## config.mk

```make
export PLATFORM = sky130hd
export DESIGN_NAME = enc_position_if
export DESIGN_NICKNAME = d
export VERILOG_FILES = /design/src/hw/enc_pkg.sv /design/src/hw/enc_position_if.sv
export SDC_FILE = /design/constraint.sdc
export NUM_CORES = 1
export LEC_CHECK = 0
export BUFFER_PORTS_ARGS = -buffer_cell sky130_fd_sc_hd__buf_2
export CORE_ASPECT_RATIO = 0.5
export CORE_MARGIN = 2
export CORE_UTILIZATION = 55
export CTS_CLUSTER_DIAMETER = 80
export DETAILED_ROUTE_END_ITERATION = 7
export GPL_ROUTABILITY_DRIVEN = 0
export GPL_TIMING_DRIVEN = 0
export PLACE_DENSITY = 0.81
export SETUP_SLACK_MARGIN = 0.15
export SYNTH_ARGS = -nofsm -noshare
export SYNTH_HDL_FRONTEND = slang
export SYNTH_SLANG_ARGS = --single-unit
```

## constraint.sdc

```tcl
create_clock -name clk -period 5.5 [get_ports clk]
set_clock_uncertainty 0.2 [all_clocks]
set_input_delay 0.55 -clock clk [delete_from_list [all_inputs] [get_ports clk]]
set_output_delay 0.55 -clock clk [all_outputs]
set_load 0.01 [all_outputs]
```

## src/hw/enc_pkg.sv

```systemverilog
// shared types and constants of the quadrature encoder position interface
package enc_pkg;

  // event flag bit positions
  localparam int FLG_A = 0;
  localparam int FLG_B = 1;
  localparam int FLG_N = 2;
  localparam int FLG_REF = 3;
  localparam int FLG_ERR = 4;
  localparam int FLG_WARN = 5;
  localparam int FLG_W = 6;

  // position layout: 16.16 step, 32-bit integer position plus fraction
  localparam int INT_W = 32;
  localparam int FRAC_W = 16;
  localparam int POS_W = INT_W + FRAC_W;

  // decimal fraction limits
  localparam logic [15:0] DEC_MAX = 16'h270f;
  localparam logic [16:0] DEC_BASE = 17'h02710;

  // reset values and warm-up done count
  localparam logic [POS_W-1:0] POS_RST = 48'h0;
  localparam logic [INT_W-1:0] CAP_RST = 32'h0;
  localparam logic [FLG_W-1:0] FLG_RST = 6'h0;
  localparam logic [1:0] WARM_DONE = 2'h3;

  typedef struct packed {
    logic [31:0] step_const;
    logic dec_mode;
    logic inv_a;
    logic inv_b;
    logic inv_n;
    logic n_clr_en;
    logic n_clr_once;
    logic pid_en;
    logic [31:0] warn_dist;
  } enc_cfg_s;

  typedef struct packed {
    logic [INT_W-1:0] pos;
    logic [FRAC_W-1:0] frac;
    logic [INT_W-1:0] idx_cap;
    logic [INT_W-1:0] ref_cap;
    logic [FLG_W-1:0] flags;
    logic [INT_W-1:0] pid_err;
    logic warn_irq;
  } enc_stat_s;

endpackage : enc_pkg

```

## src/hw/enc_position_if.sv

```systemverilog
// quadrature decoder, scaled position counter, captures and drift warning
//
// Contract
// - each decoded quadrature step adds or subtracts the step constant by direction.
// - the step constant is unsigned fixed point, sixteen integer and sixteen fraction bits.
// - decimal mode: low sixteen step bits are a fraction 0..9999; software keeps range.
// - when enabled, an index event clears the position counter.
// - optional setting: only the first index event clears, later ones do not.
// - A, B and N each selectable as active low or active high.
// - current encoder position is readable.
// - events on A, B and N are recorded in readable event flags.
// - each index event captures the current encoder position.
// - each reference switch event captures the sequencer position.
// - warning request raised when encoder to sequencer distance exceeds the limit while pid_en is set.
// - encoder position goes to PID; PID error is encoder minus sequencer position.
`timescale 1ns/1ns

module enc_position_if
  import enc_pkg::*;
(
  // clock and reset
  input wire logic clk,
  input wire logic rst,
  // encoder and switch pins
  input wire logic enc_a,
  input wire logic enc_b,
  input wire logic enc_n,
  input wire logic ref_sw,
  // configuration and sequencer position
  input wire enc_pkg::enc_cfg_s cfg,
  input wire logic [31:0] x_actual,
  input wire logic [enc_pkg::FLG_W-1:0] flag_clr,
  // status
  output enc_pkg::enc_stat_s stat
);
  import enc_pkg::*;

  typedef struct packed {
    logic [3:0] s1;
    logic [3:0] s2;
    logic [1:0] warm;
    logic [1:0] ab_prev;
    logic n_prev;
    logic r_prev;
    logic n_seen;
    logic [POS_W-1:0] pos;
    logic [INT_W-1:0] idx_cap;
    logic [INT_W-1:0] ref_cap;
    logic [FLG_W-1:0] flags;
    logic [INT_W-1:0] pid_err;
    logic warn;
  } st_s;

  st_s st_reg;
  st_s st_next;

  ////////////////////////////////////////////////////////////////////////////
  // helpers

  function automatic logic [POS_W-1:0] step_pos(input logic [POS_W-1:0] p,
                                                input logic [31:0] k,
                                                input logic up,
                                                input logic dec);
    logic [16:0] f;
    logic [31:0] i;
    f = {1'b0, p[15:0]};
    i = p[47:16];
    if (!dec) begin
      step_pos = up ? p + {16'h0, k} : p - {16'h0, k};
    end else begin
      if (up) begin
        f = f + {1'b0, k[15:0]};
        i = i + {16'h0, k[31:16]};
        if (f >= DEC_BASE) begin
          f = f - DEC_BASE;
          i = i + 32'h1;
        end
      end else begin
        i = i - {16'h0, k[31:16]};
        if (f < {1'b0, k[15:0]}) begin
          f = f + DEC_BASE - {1'b0, k[15:0]};
          i = i - 32'h1;
        end else begin
          f = f - {1'b0, k[15:0]};
        end
      end
      step_pos = {i, f[15:0]};
    end
  endfunction : step_pos

  function automatic logic [31:0] absval(input logic [31:0] v);
    absval = v[31] ? 32'h0 - v : v;
  endfunction : absval

  ////////////////////////////////////////////////////////////////////////////
  // decode of synchronised inputs

  logic a_lvl;
  logic b_lvl;
  logic n_lvl;
  logic r_lvl;
  logic armed;
  logic [1:0] chg;
  logic cnt_ev;
  logic bad_ev;
  logic up;
  logic n_ev;
  logic r_ev;
  logic clr_ok;
  logic far;

  assign a_lvl = st_reg.s2[0] ^ cfg.inv_a;
  assign b_lvl = st_reg.s2[1] ^ cfg.inv_b;
  assign n_lvl = st_reg.s2[2] ^ cfg.inv_n;
  assign r_lvl = st_reg.s2[3];
  assign armed = st_reg.warm == WARM_DONE;
  assign chg = {a_lvl, b_lvl} ^ st_reg.ab_prev;
  assign cnt_ev = armed && (^chg);
  assign bad_ev = armed && (&chg);
  // a leads b counts up
  assign up = a_lvl ^ st_reg.ab_prev[0];
  assign n_ev = armed && n_lvl && !st_reg.n_prev;
  assign r_ev = armed && r_lvl && !st_reg.r_prev;
  assign clr_ok = n_ev && cfg.n_clr_en && !(cfg.n_clr_once && st_reg.n_seen);
  assign far = cfg.pid_en && (absval(st_reg.pid_err) > cfg.warn_dist);

  ////////////////////////////////////////////////////////////////////////////
  // next state

  always_comb begin
    logic [FLG_W-1:0] set;
    st_next = st_reg;
    set = '0;
    st_next.s1 = {ref_sw, enc_n, enc_b, enc_a};
    st_next.s2 = st_reg.s1;
    if (!armed) begin
      st_next.warm = st_reg.warm + 2'h1;
    end
    st_next.ab_prev = {a_lvl, b_lvl};
    st_next.n_prev = n_lvl;
    st_next.r_prev = r_lvl;
    if (cnt_ev) begin
      st_next.pos = step_pos(st_reg.pos, cfg.step_const, up, cfg.dec_mode);
    end
    if (clr_ok) begin
      st_next.pos = POS_RST;
      st_next.n_seen = 1'b1;
    end
    if (n_ev) begin
      st_next.idx_cap = st_reg.pos[47:16];
    end
    if (r_ev) begin
      st_next.ref_cap = x_actual;
    end
    set[FLG_A] = armed && chg[1];
    set[FLG_B] = armed && chg[0];
    set[FLG_N] = n_ev;
    set[FLG_REF] = r_ev;
    set[FLG_ERR] = bad_ev;
    set[FLG_WARN] = far;
    // set wins over a same-cycle clear
    st_next.flags = (st_reg.flags & ~flag_clr) | set;
    st_next.pid_err = cfg.pid_en ? st_reg.pos[47:16] - x_actual : CAP_RST;
    st_next.warn = far;
  end

  always_ff @(posedge clk) begin
    if (rst) begin
      st_reg <= '0;
    end else begin
      st_reg <= st_next;
    end
  end

  ////////////////////////////////////////////////////////////////////////////
  // outputs

  assign stat.pos = st_reg.pos[47:16];
  assign stat.frac = st_reg.pos[15:0];
  assign stat.idx_cap = st_reg.idx_cap;
  assign stat.ref_cap = st_reg.ref_cap;
  assign stat.flags = st_reg.flags;
  assign stat.pid_err = st_reg.pid_err;
  assign stat.warn_irq = st_reg.warn;
endmodule : enc_position_if

```

== After elaboration in Yosys (flattened, before gate mapping) ==
Cells that the tools add are included.
Storage, ports and cells
  bits in registers: 166
  input port bits: 115
  output and inout bits: 151
  logic and storage cells: 68
Operators by class
  $add $sub $neg: 14
  magnitude comparators: 3
  equality and inequality tests: 1
  muxes and demuxes: 9
  bitwise operators: 9
  reduce and logical (&&, ||, !) cells: 19
Operators by type and width (count)
  32-bit 2-to-1 mux: 4
  48-bit 2-to-1 mux: 2
  48-bit by 32-bit adder with 48-bit output: 1
  16-bit 2-to-1 mux: 3
  48-bit by 32-bit subtractor with 48-bit output: 1
  32-bit by 1-bit adder with 32-bit output, second input constant: 1
  32-bit by 16-bit adder with 32-bit output: 1
  32-bit > comparator: 1
  1-bit by 32-bit subtractor with 32-bit output, first input constant: 1
  16-bit subtractor: 2
  32-bit by 1-bit subtractor with 32-bit output, second input constant: 1
  32-bit by 16-bit subtractor with 32-bit output: 1
  32-bit subtractor: 1
  16-bit by 16-bit adder with 17-bit output: 1
  17-bit by 14-bit greater-or-equal comparator with 1-bit output, second input constant: 1
  16-bit by 14-bit adder with 16-bit output, second input constant: 1
  16-bit < comparator: 1
  16-bit by 14-bit subtractor with 16-bit output, second input constant: 1
  1-bit logical AND: 12
  6-bit AND: 1
  6-bit inverter: 1
  6-bit bitwise OR: 1
  2-bit OR reduction: 2
  1-bit XOR: 4
  other kinds (7): 9

== Logic depth before layout (Yosys ltp) ==
  depth after elaboration: 6
  mapped depth: 20
  depth with buffers taken out: 20

== Worst setup path before layout ==
No wires, ideal clock.
  path type: input to register
  from: input cfg[45] (netlist bit)
  to: register st_reg (netlist bit stat[148])
  setup time: 143 ps
  arrival time: 4922 ps
  data required time: 5157 ps
  setup slack: 234 ps
  cell stages on the path: 19
  path buffers: 0
  path through: or4_1 > or3_1 > nor3_1 > nand3_1 > nor3_1 > nor2_1 > xnor2_1 > ha_1 > a21o_1 > a21o_1 > a211oi_1 > nand3b_1 > a21oi_1 > nor2_1 > o21bai_1 > a211oi_1 > or3_1 > a21oi_1 > a211oi_1
Between the ends
  cells in the longest elaborated chain, start to end: 5
  elaborated cells between the ends (all ways): 10
  those cells by class: add/sub (3); order compare (2); mux (5)
Ends and longest elaborated chain
  start, declared: line enc_position_if.sv:30  | input wire enc_pkg::enc_cfg_s cfg,
  16-bit by 16-bit adder with 17-bit output: line enc_position_if.sv:72  | f = f + {1'b0, k[15:0]};
  17-bit by 14-bit greater-or-equal comparator with 1-bit output: line enc_position_if.sv:74  | if (f >= DEC_BASE) begin
  32-bit 2-to-1 mux: line enc_position_if.sv:74
  32-bit 2-to-1 mux: line enc_position_if.sv:71  | if (up) begin
  48-bit 2-to-1 mux (*): line enc_position_if.sv:68  | if (!dec) begin
  end signal, assigned: line enc_position_if.sv:171  | st_reg <= st_next;
  end, declared: line enc_position_if.sv:54  | st_s st_reg;
Mark *: on every way between the ends. The rest lies on a longest branch, timed or not.
A chain may end at the register's enable or synchronous reset.

== Worst setup path in the final report ==
  from: register st_reg[158] (netlist bit)
  to: register st_reg (netlist bit stat[147])
Between the ends
  cells in the longest elaborated chain, start to end: 4
  elaborated cells between the ends (all ways): 8
  those cells by class: mux (3); bitwise (3); reduce/logical (2)
Ends and longest elaborated chain
  1-bit XOR (*): line enc_position_if.sv:112  | assign a_lvl = st_reg.s2[0] ^ cfg.inv_a;
  1-bit XOR or 2-bit XOR (tied branches): line enc_position_if.sv:121, enc_position_if.sv:117
  48-bit 2-to-1 mux, or another cell as far along: line enc_position_if.sv:69  | step_pos = up ? p + {16'h0, k} : p - {16'h0, k};
  48-bit 2-to-1 mux or 1-bit logical AND (tied branches): line enc_position_if.sv:68, enc_position_if.sv:118
Marked as above.

==> metrics.yaml <==
rsz0062_at_grt: "true"
syn_avg_cell_area_um2: 7.35
r2r_slack_ps: 160
dp_hpwl_um: 56900
viasPerCell: 6.24
area.growth.synth_to_final_pct: 13.8
rr_startpoint: "st_reg[158]"
cp-start-kind: "flip-flop"
rows: 50
cp_max_fo: 10
ys_ff_latch: 166
met3_usage_pct: 7.47
yosysWarnings: 0
grt-busiest-layer: "met2"
synth_enable_flop_cells: 0
routedWlPerCell_um: 20.1
grt_pass1_vias: 20700
drive_gt1_share_pct: 18.5
largest_reg_flops: 151
worstMarginPinSlew_ps: 1220
cts_made_buffers: 17
portBuffers: 264
grt_overflow: 0
post-route-period-util_pct: 97.2
synth_most_common_cell: "nand2_1"
required_ps: 5620
clkTransAtPathRegs_ps: 70
met1_usage_pct: 43.9
ys_async_sr_fraction_pct: 0
drt_iter0_markers: 2746
finalPower_mw: 5.35
wirelength_um: 72800
met2_usage_pct: 56.6
ys_top_cells_by_area: "dfxtp_1 16%, ha_1 12%, xnor2_1 8.4%, a21oi_1 6.6%, buf_4 5.5%"
cts_root_buffer: "clkbuf_16"
grt_max_degree: 18
setup_tns_ps: 0
synth_area_um2: 20700
end_kind: "flip-flop"
drcViolationCount: 0
seq_area_frac_synth_pct: 16.1
synthCells: 2814
min_from: "ref_sw"
crit_start: "st_reg[158]"
max_slew_margin_pct: 16.7
cts_tree: "built"
period_minus_slack_ps: 5340
htreeDepth: 4
drv_cap: 0
cts_hold_buf: 0
clk_latency_ps: 470
clockBufferDepth: 2
irDropWorstVdd_mv: 0.184
initial_utilization_pct: 55.6
layout.nets: 3438
p_leak_nw: 10.8
ios: 266
fmax_mhz: 187
slew_viol_final: 0
cts_sinks: 166
worstPathArrival_ps: 5460
synth_ff_type: "dfxtp_1"
antenna_found_initial: 5
dp_worst_setup_slack_ps: -1490
worst-setup-path-type: "flip-flop to flip-flop"
synthDistinctLibCells: 98
fillCellCount: 3303
vias: 22600
status: "finished clean"
layout_setup_ws_ps: 156
core_area_um2: 37200
ant_nets: 0
synth_nets: 3145
synth_top_cell_area_share_pct: 16.1
first_pass_iters: 6
die_w_um: 278
hold_viol: 0
post-route-util_pct: 63.2
whs_ps: 89.2
finalSetupViolCount: 0
hp-class: "input port to flip-flop"
dieArea_um2: 39300
grt_pass1_wl_um: 109000
power_density_nw_per_um2: 227
synthTopCellsByCount: "298 x nand2_1, 273 x a21oi_1, 200 x ha_1"
grt_usage_pct: 35.2
synth_top_cell_by_area: "dfxtp_1"
fp.dieH_um: 141
power by group:
| group | switching, mW | internal [mW] |
|---|---|---|
| Combinational | 1.63 | 1.05 |
| Sequential | 0.123 | 1.26 |
| Clock | 0.592 | 0.689 |
final cells by class:
cell class                 count  area [um^2]  share of cell area, %
clock inverter                15          188                  0.797
inverter                     190          713                   3.03
timing repair buffer         274         1410                   5.99
sequential                   166         3320                   14.1
tap                          494          618                   2.63
buffer                       267         1640                   6.95
clock buffer                  17          425                   1.81
multi-input combinational   2191        15200                   64.6
antenna                        5         12.5                 0.0532
worst max-delay path, stage by stage, from the launching register on:
cell and delay, ps:
dfxtp_1 360, xnor2_4 340, buf_12 150, xnor2_4 160
clkbuf_4 340, clkbuf_4 340, nor2_1 80, xnor2_1 130
ha_1 370, a211oi_1 120, o21ai_1 260, a41oi_2 250
o31a_1 410, o211a_1 310, or3_1 440, nand2_1 150
a31oi_1 140, or3_1 370, a21oi_1 190, a211oi_1 60
placed cells by master, fill, tap and decap left out, types with 16 or more instances in the layout:
cell and n:
dfxtp_1 166, o211ai_1 32, nor3_1 64, nand4_1 30
nand2_1 298, a31oi_1 37, o31ai_1 23, o21ai_0 139
ha_1 200, nor3b_1 17, fa_1 16, and2_1 24
or2_2 18, nand2b_1 44, nand3_1 52, buf_4 162
nor2b_1 45, a21o_1 69, buf_2 283, a211oi_1 31
a21oi_1 272, xnor2_1 197, clkbuf_1 84, xor2_1 61
inv_1 190, nor2_1 168, o21a_1 25, nor4_1 28
or3_1 28, and3_1 22, clkbuf_16 17
worst paths after layout:
check | end | cells past startpoint
setup / recovery | stat[147] | 19
hold / removal | st_next[161] | 2
setup reg to reg | stat[147] | 19
hold reg to reg | st_reg[159] | 1
kinds of logic (layout without fill, tap and decap cells):
logic type / Yosys count / after routing / synth area share, %
mux: 16 / 16 / 0.780
xor+xnor: 263 / 263 / 11.3
buf+inv: 457 / 763 / 11.3
other cells: 0 / 5 / 0
simple gates: 904 / 904 / 22.1
compound gates: 792 / 792 / 24.9
flops: 166 / 166 / 16.1
fa+ha+maj: 216 / 216 / 13.6
metrics by stage:
stage | cell area (um^2) | std cells
after floorplan | 20700 | 2814
after detailed placement | 22600 | 3572
after global placement | 22600 | 3572
final | 23500 | 3619
after CTS | 23400 | 3606
after global routing | 23500 | 3618
metal layers:
layer	vias up	share of wire, %	wire [um]
met5	-	0.025	18
met2	1490	43	31600
met1	10300	38	27900
met3	351	12	8930
met4	2	5.9	4270
li1	10400	-	-
what timing repair did:
action	in CTS	in global routing
setup endpoints to repair	38	18
buffers inserted	2	8
gates resized for setup	22	26
pin swaps	2	8
(Power assumes the default switching activity.)
